`src/logic/thermo_defs.svh`:
```
/*
   Constants for the heater thermostat panel: timing, register offsets,
   field positions and reset values.
   Assumes a 200 MHz system clock and a 1 ms slow tick derived from it.
*/
`ifndef THERMO_DEFS_SVH
`define THERMO_DEFS_SVH

// ----------------------------------------------------------------------
// timing
// ----------------------------------------------------------------------
`define CLK_PERIOD_NS 5
`define TICK_PERIOD_NS 1000000
`define TICK_CYCLES (`TICK_PERIOD_NS / `CLK_PERIOD_NS)
`define ID_SHOW_MS 16'd3000
`define SET_SHOW_MS 16'd5000
`define HOLD_MENU_MS 16'd3000
`define HOLD_UNIT_MS 16'd6000
`define IDLE_MS 16'd60000
`define ERR_DELAY_MS 16'd20000
`define REPEAT_DELAY_MS 10'd500
`define REPEAT_PERIOD_MS 10'd200

// ----------------------------------------------------------------------
// register word addresses
// ----------------------------------------------------------------------
`define ADDR_CTRL 4'h0
`define ADDR_HYST 4'h1
`define ADDR_SETPOINT 4'h2
`define ADDR_UPPER 4'h3
`define ADDR_LOWER 4'h4
`define ADDR_ALARM_HI 4'h5
`define ADDR_ALARM_LO 4'h6
`define ADDR_STATUS 4'h7
`define ADDR_MASK 4'h8
`define ADDR_LIVE 4'h9
`define ADDR_CODE 4'ha

// ----------------------------------------------------------------------
// fields
// ----------------------------------------------------------------------
`define CTRL_FAULT_ON_BIT 0
`define CTRL_UNIT_F_BIT 1
`define EV_ALARM_BIT 0
`define EV_SENSOR_ERR_BIT 1
`define EV_HYBRID_BIT 2
`define EV_STORED_BIT 3

// ----------------------------------------------------------------------
// reset values (temperatures in degrees, two's complement)
// ----------------------------------------------------------------------
`define RST_CTRL 2'h0
`define RST_HYST 16'h0002
`define RST_SETPOINT 16'h0005
`define RST_UPPER 16'h0064
`define RST_LOWER 16'h0000
`define RST_ALARM_HI 16'h0190
`define RST_ALARM_LO 16'hffc4
`define RST_CODE 16'h002a
`define CODE_MAX 16'h0063

// ----------------------------------------------------------------------
// menu entries
// ----------------------------------------------------------------------
`define PAR_EXIT 3'h0
`define PAR_SETPOINT 3'h1
`define PAR_HYST 3'h2
`define PAR_UPPER 3'h3
`define PAR_LOWER 3'h4
`define PAR_ALARM_HI 3'h5
`define PAR_ALARM_LO 3'h6

`endif

```
`src/logic/thermo_pkg.sv`:
```
/*
   Types for the heater thermostat panel: panel states, display modes,
   key and display carriers, and the module's whole state record.
   Assumes thermo_defs.svh for the numeric constants.
*/
package thermo_pkg;

   // panel states, gray along id -> temp -> set view -> menu -> value
   typedef enum logic [2:0] {
      st_model    = 3'b000,
      st_temp     = 3'b001,
      st_set_view = 3'b011,
      st_par_num  = 3'b010,
      st_par_val  = 3'b110,
      st_code     = 3'b111,
      st_unit     = 3'b101
   } panel_state_t;

   typedef enum logic [3:0] {
      disp_model       = 4'h0,
      disp_temp        = 4'h1,
      disp_set_label   = 4'h2,
      disp_par_num     = 4'h3,
      disp_par_val     = 4'h4,
      disp_code_prompt = 4'h5,
      disp_unit_c      = 4'h6,
      disp_unit_f      = 4'h7,
      disp_error       = 4'h8,
      disp_exit_marker = 4'h9
   } disp_mode_t;

   typedef struct packed {
      logic prog;
      logic up;
      logic down;
   } keys_t;

   typedef struct packed {
      disp_mode_t mode;
      logic [15:0] value;
   } display_t;

   typedef struct packed {
      panel_state_t st;
      logic [17:0] tick_cnt;
      logic tick;
      logic [15:0] tmr;
      logic [15:0] hold;
      logic [15:0] idle;
      logic [9:0] rep;
      keys_t keys_prev;
      logic [2:0] par;
      logic [15:0] edit;
      logic code_ok;
      logic [15:0] err_cnt;
      logic err_shown;
      logic heat;
      logic ssr;
      logic contact;
      logic hyb_fault;
      logic cut_closed;
      logic alarm;
      logic [1:0] ctrl;
      logic [15:0] hyst;
      logic [15:0] sp;
      logic [15:0] upper;
      logic [15:0] lower;
      logic [15:0] al_hi;
      logic [15:0] al_lo;
      logic [15:0] code;
      logic [3:0] status;
      logic [3:0] mask;
      logic irq;
      display_t disp;
      logic [15:0] rd_data;
   } panel_reg_t;

endpackage

```
`src/logic/thermo_panel.sv`:
```
/*
   Heater on-off thermostat with hybrid relay sequencing, alarm relay,
   front panel state machine and a small register port.
   Assumes keys are debounced and synchronous to clk_in, the temperature
   word is a signed whole-degree value, and the register master follows
   the one-cycle strobe protocol with read data one cycle later.
*/
`include "thermo_defs.svh"

// Notes on behaviour
// - Heater relay turns on when temperature falls below setpoint minus hysteresis.
// - Solid-state path closes first; contact closes only after current flows.
// - Second relay opens to cut heater current on hybrid relay failure.
// - Alarm relay reports over, under temperature, open or shorted sensor.
// - On sensor fault the load relay is held on or off per configuration.
// - After power-on show model code, then temperature after about 3 s.
// - Short program press shows setpoint label and value for about 5 s.
// - Holding program 3 s opens the menu at the setpoint entry.
// - Holding program a further 3 s shows the temperature unit.
// - Without access code only the setpoint is editable, within its limits.
// - Arrows pick entry, program shows value, arrows change, program stores.
// - Menu closes at the exit marker or after over one minute idle.
// - Protected entry shows code prompt; arrows enter code, program confirms.
// - Accepted access code is revoked after about one minute idle.
// - Held arrow key keeps stepping the edited value.
// - Sensor error code is shown only after persisting 20 seconds.
module thermo_panel #(
   parameter int unsigned TICK_CYCLES = `TICK_CYCLES,
   parameter logic [15:0] MODEL_ID = 16'h00a5 // arbitrary model code
) (
   input wire logic clk_in,
   input wire logic reset_n_in,
   input wire logic [15:0] temp_in,
   input wire logic sensor_open_in,
   input wire logic sensor_short_in,
   input wire logic current_ok_in,
   input wire logic hybrid_fail_in,
   input wire thermo_pkg::keys_t keys_in,
   input wire logic [3:0] addr_in,
   input wire logic [15:0] wr_data_in,
   input wire logic wr_in,
   input wire logic rd_in,
   output logic [15:0] rd_data_out,
   output logic load_ssr_out,
   output logic load_contact_out,
   output logic cutoff_relay_out,
   output logic alarm_relay_out,
   output thermo_pkg::display_t disp_out,
   output logic irq_out
);

   // ----------------------------------------------------------------------
   // helpers
   // ----------------------------------------------------------------------

   // signed less-than on temperature words
   function automatic logic lt(input logic [15:0] a, input logic [15:0] b);
      return $signed(a) < $signed(b);
   endfunction

   // one step up or down, held inside lo..hi
   function automatic logic [15:0] bump(input logic [15:0] v,
                                        input logic dn,
                                        input logic [15:0] lo,
                                        input logic [15:0] hi);
      logic [15:0] r;
      r = dn ? 16'(v - 16'h0001) : 16'(v + 16'h0001);
      if (lt(r, lo)) begin
         r = lo;
      end else if (lt(hi, r)) begin
         r = hi;
      end
      return r;
   endfunction

   // saturating increment for the millisecond counters
   function automatic logic [15:0] sat_inc(input logic [15:0] v);
      return (v == 16'hffff) ? v : 16'(v + 16'h0001);
   endfunction

   thermo_pkg::panel_reg_t q;
   thermo_pkg::panel_reg_t n;

   // ----------------------------------------------------------------------
   // next state
   // ----------------------------------------------------------------------

   // whole block in one pass; the bus write is applied last so that
   // software wins over a panel store in the same cycle
   always_comb begin
      logic any_key;
      logic prog_rise;
      logic prog_fall;
      logic arrow;
      logic step;
      logic step_dn;
      logic fault;
      logic idle_exp;
      logic [3:0] ev;
      logic [3:0] clr;
      logic [15:0] cur_val;
      logic [15:0] lo;
      logic [15:0] hi;
      any_key = keys_in.prog | keys_in.up | keys_in.down;
      prog_rise = keys_in.prog & ~q.keys_prev.prog;
      prog_fall = ~keys_in.prog & q.keys_prev.prog;
      arrow = keys_in.up | keys_in.down;
      step_dn = keys_in.down & ~keys_in.up;
      fault = sensor_open_in | sensor_short_in;
      idle_exp = q.idle > `IDLE_MS;
      ev = 4'h0;
      clr = 4'h0;
      cur_val = 16'h0000;
      lo = 16'h8000;
      hi = 16'h7fff;
      n = q;
      n.keys_prev = keys_in;

      // 1 ms tick shared by every panel timer
      n.tick = 1'b0;
      if (q.tick_cnt == 18'(TICK_CYCLES - 1)) begin
         n.tick_cnt = 18'h0;
         n.tick = 1'b1;
      end else begin
         n.tick_cnt = 18'(q.tick_cnt + 18'h1);
      end

      // program hold time, idle time and state display time
      if (!keys_in.prog) begin
         n.hold = 16'h0;
      end else if (q.tick) begin
         n.hold = sat_inc(q.hold);
      end
      if (any_key) begin
         n.idle = 16'h0;
      end else if (q.tick) begin
         n.idle = sat_inc(q.idle);
      end
      if (q.tick) begin
         n.tmr = sat_inc(q.tmr);
      end
      if (idle_exp) begin
         n.code_ok = 1'b0;
      end

      // auto repeat: first step on the press edge, then at a fixed rate
      step = arrow & ~(q.keys_prev.up | q.keys_prev.down);
      if (!arrow) begin
         n.rep = 10'h0;
      end else if (q.tick) begin
         if (q.rep == `REPEAT_DELAY_MS) begin
            n.rep = 10'(`REPEAT_DELAY_MS - `REPEAT_PERIOD_MS);
            step = 1'b1;
         end else begin
            n.rep = 10'(q.rep + 10'h1);
         end
      end

      // value of the selected menu entry
      case (q.par)
         `PAR_SETPOINT: cur_val = q.sp;
         `PAR_HYST: cur_val = q.hyst;
         `PAR_UPPER: cur_val = q.upper;
         `PAR_LOWER: cur_val = q.lower;
         `PAR_ALARM_HI: cur_val = q.al_hi;
         `PAR_ALARM_LO: cur_val = q.al_lo;
         default: cur_val = 16'h0000;
      endcase

      // panel state machine
      case (q.st)
         thermo_pkg::st_model: begin
            if (q.tmr >= `ID_SHOW_MS) begin
               n.st = thermo_pkg::st_temp;
            end
         end
         thermo_pkg::st_temp: begin
            if (keys_in.prog && q.hold >= `HOLD_MENU_MS) begin
               n.st = thermo_pkg::st_par_num;
               n.par = `PAR_SETPOINT;
            end else if (prog_fall) begin
               n.st = thermo_pkg::st_set_view;
               n.tmr = 16'h0;
            end
         end
         thermo_pkg::st_set_view: begin
            if (q.tmr >= `SET_SHOW_MS) begin
               n.st = thermo_pkg::st_temp;
            end
         end
         thermo_pkg::st_par_num: begin
            if (idle_exp) begin
               n.st = thermo_pkg::st_temp;
            end else if (keys_in.prog && q.hold >= `HOLD_UNIT_MS) begin
               n.st = thermo_pkg::st_unit;
            end else if (prog_rise) begin
               if (q.par == `PAR_EXIT) begin
                  n.st = thermo_pkg::st_temp;
               end else if (q.par == `PAR_SETPOINT || q.code_ok) begin
                  n.st = thermo_pkg::st_par_val;
                  n.edit = cur_val;
               end else begin
                  n.st = thermo_pkg::st_code;
                  n.edit = 16'h0;
               end
            end else if (step) begin
               // entries wrap, the exit marker sits below the setpoint
               if (step_dn) begin
                  n.par = (q.par == `PAR_EXIT) ? `PAR_ALARM_LO
                                               : 3'(q.par - 3'h1);
               end else begin
                  n.par = (q.par == `PAR_ALARM_LO) ? `PAR_EXIT
                                                   : 3'(q.par + 3'h1);
               end
            end
         end
         thermo_pkg::st_par_val: begin
            if (q.par == `PAR_SETPOINT) begin
               lo = q.lower;
               hi = q.upper;
            end
            if (idle_exp) begin
               n.st = thermo_pkg::st_temp;
            end else if (prog_rise) begin
               n.st = thermo_pkg::st_par_num;
               ev[`EV_STORED_BIT] = 1'b1;
               case (q.par)
                  `PAR_SETPOINT: n.sp = q.edit;
                  `PAR_HYST: n.hyst = q.edit;
                  `PAR_UPPER: n.upper = q.edit;
                  `PAR_LOWER: n.lower = q.edit;
                  `PAR_ALARM_HI: n.al_hi = q.edit;
                  `PAR_ALARM_LO: n.al_lo = q.edit;
                  default: ev[`EV_STORED_BIT] = 1'b0;
               endcase
            end else if (step) begin
               n.edit = bump(q.edit, step_dn, lo, hi);
            end
         end
         thermo_pkg::st_code: begin
            if (idle_exp) begin
               n.st = thermo_pkg::st_temp;
            end else if (prog_rise) begin
               if (q.edit == q.code) begin
                  n.code_ok = 1'b1;
                  n.st = thermo_pkg::st_par_val;
                  n.edit = cur_val;
               end else begin
                  n.st = thermo_pkg::st_par_num;
               end
            end else if (step) begin
               n.edit = bump(q.edit, step_dn, 16'h0, `CODE_MAX);
            end
         end
         thermo_pkg::st_unit: begin
            // unit view lasts while the key is held
            if (!keys_in.prog) begin
               n.st = thermo_pkg::st_par_num;
            end
         end
         default: n.st = thermo_pkg::st_temp;
      endcase

      // sensor error delay; brief glitches never reach the display
      if (!fault) begin
         n.err_cnt = 16'h0;
      end else if (q.tick) begin
         n.err_cnt = sat_inc(q.err_cnt);
      end
      n.err_shown = fault && q.err_cnt >= `ERR_DELAY_MS;
      ev[`EV_SENSOR_ERR_BIT] = n.err_shown & ~q.err_shown;

      // on-off control with hysteresis band
      if (fault) begin
         n.heat = q.ctrl[`CTRL_FAULT_ON_BIT];
      end else if (lt(temp_in, 16'(q.sp - q.hyst))) begin
         n.heat = 1'b1;
      end else if (!lt(temp_in, q.sp)) begin
         n.heat = 1'b0;
      end

      // hybrid fault latches until reset: no further heating after it
      n.hyb_fault = q.hyb_fault | hybrid_fail_in;
      ev[`EV_HYBRID_BIT] = n.hyb_fault & ~q.hyb_fault;
      n.cut_closed = ~n.hyb_fault;
      n.ssr = n.heat & ~n.hyb_fault;
      // contact closes no earlier than a cycle after the ssr and opens with it, so it never makes first
      n.contact = q.ssr & n.ssr & current_ok_in;

      // alarm on thresholds or sensor fault
      n.alarm = fault | lt(q.al_hi, temp_in) | lt(temp_in, q.al_lo);
      ev[`EV_ALARM_BIT] = n.alarm & ~q.alarm;

      // ----------------------------------------------------------------
      // register port
      // ----------------------------------------------------------------
      n.rd_data = 16'h0;
      if (wr_in) begin
         if (addr_in == `ADDR_CTRL) begin
            n.ctrl = wr_data_in[1:0];
         end else if (addr_in == `ADDR_HYST) begin
            n.hyst = wr_data_in;
         end else if (addr_in == `ADDR_SETPOINT) begin
            n.sp = wr_data_in;
         end else if (addr_in == `ADDR_UPPER) begin
            n.upper = wr_data_in;
         end else if (addr_in == `ADDR_LOWER) begin
            n.lower = wr_data_in;
         end else if (addr_in == `ADDR_ALARM_HI) begin
            n.al_hi = wr_data_in;
         end else if (addr_in == `ADDR_ALARM_LO) begin
            n.al_lo = wr_data_in;
         end else if (addr_in == `ADDR_STATUS) begin
            clr = wr_data_in[3:0];
         end else if (addr_in == `ADDR_MASK) begin
            n.mask = wr_data_in[3:0];
         end else if (addr_in == `ADDR_CODE) begin
            n.code = wr_data_in;
         end
      end
      if (rd_in) begin
         if (addr_in == `ADDR_CTRL) begin
            n.rd_data = {14'h0, q.ctrl};
         end else if (addr_in == `ADDR_HYST) begin
            n.rd_data = q.hyst;
         end else if (addr_in == `ADDR_SETPOINT) begin
            n.rd_data = q.sp;
         end else if (addr_in == `ADDR_UPPER) begin
            n.rd_data = q.upper;
         end else if (addr_in == `ADDR_LOWER) begin
            n.rd_data = q.lower;
         end else if (addr_in == `ADDR_ALARM_HI) begin
            n.rd_data = q.al_hi;
         end else if (addr_in == `ADDR_ALARM_LO) begin
            n.rd_data = q.al_lo;
         end else if (addr_in == `ADDR_STATUS) begin
            n.rd_data = {12'h0, q.status};
         end else if (addr_in == `ADDR_MASK) begin
            n.rd_data = {12'h0, q.mask};
         end else if (addr_in == `ADDR_LIVE) begin
            n.rd_data = {5'h0, q.st, q.cut_closed, q.hyb_fault,
                         q.err_shown, q.code_ok, q.alarm, q.contact,
                         q.ssr, q.heat};
         end else if (addr_in == `ADDR_CODE) begin
            n.rd_data = q.code;
         end
      end

      // sticky status: a new event beats a clear in the same cycle
      n.status = (q.status & ~clr) | ev;
      n.irq = |(n.status & n.mask);

      // display follows the next panel state
      n.disp.value = temp_in;
      case (n.st)
         thermo_pkg::st_model: begin
            n.disp.mode = thermo_pkg::disp_model;
            n.disp.value = MODEL_ID;
         end
         thermo_pkg::st_temp: begin
            if (n.err_shown) begin
               n.disp.mode = thermo_pkg::disp_error;
               n.disp.value = sensor_short_in ? 16'h0001 : 16'h0002;
            end else begin
               n.disp.mode = thermo_pkg::disp_temp;
            end
         end
         thermo_pkg::st_set_view: begin
            n.disp.mode = thermo_pkg::disp_set_label;
            n.disp.value = n.sp;
         end
         thermo_pkg::st_par_num: begin
            n.disp.mode = (n.par == `PAR_EXIT) ? thermo_pkg::disp_exit_marker
                                               : thermo_pkg::disp_par_num;
            n.disp.value = {13'h0, n.par};
         end
         thermo_pkg::st_par_val: begin
            n.disp.mode = thermo_pkg::disp_par_val;
            n.disp.value = n.edit;
         end
         thermo_pkg::st_code: begin
            n.disp.mode = thermo_pkg::disp_code_prompt;
            n.disp.value = n.edit;
         end
         default: begin
            n.disp.mode = n.ctrl[`CTRL_UNIT_F_BIT] ? thermo_pkg::disp_unit_f
                                                   : thermo_pkg::disp_unit_c;
            n.disp.value = 16'h0;
         end
      endcase
   end

   // ----------------------------------------------------------------------
   // state register
   // ----------------------------------------------------------------------

   // cut relay starts open so no heater current flows before first edge
   always_ff @(posedge clk_in or negedge reset_n_in) begin
      if (!reset_n_in) begin
         q <= '0;
         q.st <= thermo_pkg::st_model;
         q.ctrl <= `RST_CTRL;
         q.hyst <= `RST_HYST;
         q.sp <= `RST_SETPOINT;
         q.upper <= `RST_UPPER;
         q.lower <= `RST_LOWER;
         q.al_hi <= `RST_ALARM_HI;
         q.al_lo <= `RST_ALARM_LO;
         q.code <= `RST_CODE;
         q.par <= `PAR_SETPOINT;
         q.disp.mode <= thermo_pkg::disp_model;
         q.disp.value <= MODEL_ID;
      end else begin
         q <= n;
      end
   end

   assign rd_data_out = q.rd_data;
   assign load_ssr_out = q.ssr;
   assign load_contact_out = q.contact;
   assign cutoff_relay_out = q.cut_closed;
   assign alarm_relay_out = q.alarm;
   assign disp_out = q.disp;
   assign irq_out = q.irq;

endmodule // thermo_panel

```
`config.mk`:
```
export PLATFORM = sky130hd
export DESIGN_NAME = thermo_panel
export DESIGN_NICKNAME = d
export VERILOG_FILES = /design/src/logic/thermo_pkg.sv /design/src/logic/thermo_panel.sv
export VERILOG_INCLUDE_DIRS = /design/src /design/src/logic
export SDC_FILE = /design/constraint.sdc
export NUM_CORES = 1
export LEC_CHECK = 0
export ABC_AREA = 1
export ABC_CLOCK_PERIOD_IN_PS = 6800
export BUFFER_PORTS_ARGS = -buffer_cell sky130_fd_sc_hd__buf_4
export CORE_ASPECT_RATIO = 1.25
export CORE_UTILIZATION = 55
export DETAILED_ROUTE_END_ITERATION = 12
export PLACE_DENSITY = 0.72
export SLEW_MARGIN = 0
export SYNTH_ARGS = -nofsm -noshare
export SYNTH_HDL_FRONTEND = slang
export SYNTH_SLANG_ARGS = --single-unit
```
`constraint.sdc`:
```
create_clock -name clk_in -period 6.8 [get_ports clk_in]
set_input_delay 1.02 -clock clk_in [delete_from_list [all_inputs] [get_ports clk_in]]
set_output_delay 1.02 -clock clk_in [all_outputs]
set_load 0.005 [all_outputs]
```
==> results.sh <==
export IMPL_grt_usage_pct=40.2
export IMPL_yosys_warnings=0
export IMPL_ios=88
export IMPL_core_mm2=0.0375
export IMPL_ff2ff_setup_slack_ps=1770
export IMPL_cp_end_kind="flip-flop"
export IMPL_initialDrtViolationCount=2435
export IMPL_finClkSkew_ps=33.6
export IMPL_clkTransAtPathRegs_ps=60
export IMPL_fin_setup_tns_ps=0
export IMPL_slew_viol_final=0
export IMPL_pre_cts_slack_ps=1870
export IMPL_postCtsHoldBufs=0
export IMPL_die_h_um=221
export IMPL_hold_class="flip-flop to flip-flop"
export IMPL_dp_hpwl_um=59100
export IMPL_h_tree_depth=2
export IMPL_r2r_start="q[284]$_DFF_PN0_"
export IMPL_viasPerCell=6.22
export IMPL_r2r_end="disp_out[3]$_DFF_PN0_"
export IMPL_synth_area_leaders="dfrtp_1 (31%), nand2_1 (11%), inv_1 (8.7%), ha_1 (7.0%), o21ai_0 (5.9%)"
export IMPL_holdPathEnd="cutoff_relay_out$_DFF_PN0_"
export IMPL_synth_flop_cell="dfrtp_1"
export IMPL_ctsRootBufferMaster="clkbuf_16"
export IMPL_rsz0062_at_grt="no"
export IMPL_holdCritStartpoint="q[161]$_DFF_PN0_"
export IMPL_ctsLongestPathBuffers=3
export IMPL_tritoncts="built"
export IMPL_synth_cells=2951
export IMPL_relSlewSlack_pct=4.90
export IMPL_worst_pin_slew_ps=1420
export IMPL_fmax_ghz=0.199
export IMPL_areaGrowthSynthToFinish_pct=8.78
export IMPL_finalSetupViolations=0
export IMPL_rr_worst_depth=16
export IMPL_maxCapViolCount=0
export IMPL_start_util_pct=56.1
export IMPL_clock_latency_ps=540
export IMPL_p_leak_nw=11.3
export IMPL_drive_gt1_share_pct=8.39
export IMPL_fin_ws_ps=1770
export IMPL_grt_pass1_wl_um=118000
export IMPL_syn_area_per_cell_um2=7.13
export IMPL_hold_viol=0
export IMPL_grt_max_degree=150
export IMPL_antenna_found_initial=2
export IMPL_syn_area_mm2=0.0210
export IMPL_wl_per_cell_um=22.6
export IMPL_worstPathMaxFanout=14
export IMPL_syn_nets=3116
export IMPL_rows=79
export IMPL_place_congestion=1.04
export IMPL_worstSetupStartpointType="flip-flop"
export IMPL_cp_arrival_ps=5480
export IMPL_postSynth_asyncResetShare_pct=100
export IMPL_die_area_mm2=0.0390
export IMPL_synth_top_cell_area_share_pct=30.6
export IMPL_synth_seq_area_share_pct=34.1
export IMPL_vias=21600
export IMPL_ir_worst_vdd_mv=0.239
export IMPL_ctsResizeCount=0
export IMPL_power_density_mw_per_mm2=404
export IMPL_synth_edff_count=0
export IMPL_grt_overflow_total=0
export IMPL_finalNetCount=3120
export IMPL_cp_required_ps=7250
export IMPL_die_x_um=177
export IMPL_ys_ff_latch=285
export IMPL_fin_crit_ps=5030
export IMPL_cts_setup_buffers=0
export IMPL_port_buffers=87
export IMPL_period_share_pct=74.0
export IMPL_whs_ps=457
export IMPL_grt_pass1_vias=20200
export IMPL_n_fill_cell=3481
export IMPL_synth_top_cell_by_area="dfrtp_1"
export IMPL_hold_path_cell_count=1
export IMPL_drc=0
export IMPL_synth_cell_types=63
export IMPL_status="finished, final reports clean"
export IMPL_cts_buffers_inserted=34
export IMPL_worstSetupPathType="flip-flop to flip-flop"
export IMPL_wl_um=78200
export IMPL_cts_sinks=285
export IMPL_antenna_left=0
export IMPL_drt_pass1_iterations=7
## placed cells by master, fill, tap and decap left out, types with 43 or more instances in the layout
cell / synthesis / layout
nand2_1: 597 / 597
inv_1: 486 / 486
dfrtp_1: 257 / 257
o21ai_0: 248 / 248
nor2_1: 239 / 239
a21oi_1: 163 / 163
nand3_1: 125 / 125
ha_1: 117 / 117
buf_4: 38 / 104
o211ai_1: 100 / 100
nor3_1: 50 / 50
o22ai_1: 43 / 43
## registers in the layout, indices dropped and copies added, names as in the netlist
name              cells
irq_out               1
rd_data_out          16
disp_out             20
load_contact_out      1
cutoff_relay_out      1
q                   244
load_ssr_out          1
alarm_relay_out       1
## where the power goes
part | switching [W] | internal [W]
combinational | 0.00333 | 0.00150
sequential | 0.000445 | 0.00207
clock | 0.000756 | 0.00114
total | 0.00453 | 0.00471
## worst max-delay path by stage
| stage | start | to | slack, ps | cells after the start |
|---|---|---|---|---|
| after floorplan | keys_in[1] | disp_out[9]$_DFF_PN0_ | 2900 | 27 |
| after global placement | keys_in[1] | disp_out[6]$_DFF_PN0_ | 2000 | 33 |
| after detailed placement | keys_in[1] | disp_out[11]$_DFF_PN0_ | 1870 | 23 |
| after CTS | q[284]$_DFF_PN0_ | disp_out[3]$_DFF_PN0_ | 2170 | 16 |
| after global routing | q[284]$_DFF_PN0_ | disp_out[3]$_DFF_PN0_ | 1500 | 16 |
| final | q[284]$_DFF_PN0_ | disp_out[3]$_DFF_PN0_ | 1770 | 16 |
## cell families after synthesis
| logic type | count (synthesis) | share of synthesized area, % |
|---|---|---|
| adders and majority gates | 118 | 7.06 |
| AOI/OAI and AO/OA | 727 | 21.3 |
| xor gates and xnor gates | 51 | 2.16 |
| DFF | 285 | 34.1 |
| buffers and inverters | 639 | 12.3 |
| and+or+nand+nor | 1128 | 23.0 |
| muxes | 3 | 0.155 |
## layer usage
layer	track usage, %	vias to the layer above	part of all wire, %	routed length (µm)
li1	-	9869	-	-
met1	49.5	10200	39	30100
met2	63.9	1182	45	35000
met3	6.82	322	8.4	6540
met4	28.5	2	8.2	6450
met5	0	-	0.015	12
## synthesized netlist by cell type, types with 43 or more instances
library cell,count
nand3_1,125
nor3_1,50
dfrtp_1,257
o21ai_0,248
ha_1,117
o211ai_1,100
inv_1,486
nor2_1,239
a21oi_1,163
clkbuf_1,79
o22ai_1,43
nand2_1,597
## worst max-delay path, cell delays in order (launching register included)
cell      delay (ps)
dfrtp_1          390
inv_1            200
nor3_2           780
inv_1            280
nand2_1          190
nor2_1            50
buf_4            220
inv_2            220
o211ai_1         150
and2_1           230
inv_2            100
nand2_1           70
nor2_1           780
inv_2            330
o22ai_1          740
inv_1             80
nand2_1           90
## through the flow
stage	total power [W]	instance area (µm²)	std cells	utilization (%)
after global placement	0.00704	21700	3405	58.0
after global routing	0.00976	22900	3465	61.1
after CTS	0.00906	22900	3465	61.1
final	0.00924	22900	3466	61.1
after floorplan	0.00555	21000	2951	-
after detailed placement	0.00713	21700	3405	58.0
## layout make-up
| class | instances | area, µm² | share of cell area, % |
|---|---|---|---|
| multi-input combinational | 2027 | 11300 | 49.3 |
| inverter | 501 | 1880 | 8.22 |
| clock inverter | 8 | 123 | 0.536 |
| antenna | 1 | 2.50 | 0.0109 |
| sequential | 285 | 7170 | 31.3 |
| clock buffer | 52 | 1010 | 4.41 |
| tap | 486 | 608 | 2.66 |
| timing repair buffer | 106 | 816 | 3.57 |
(Power assumes the default switching activity.)
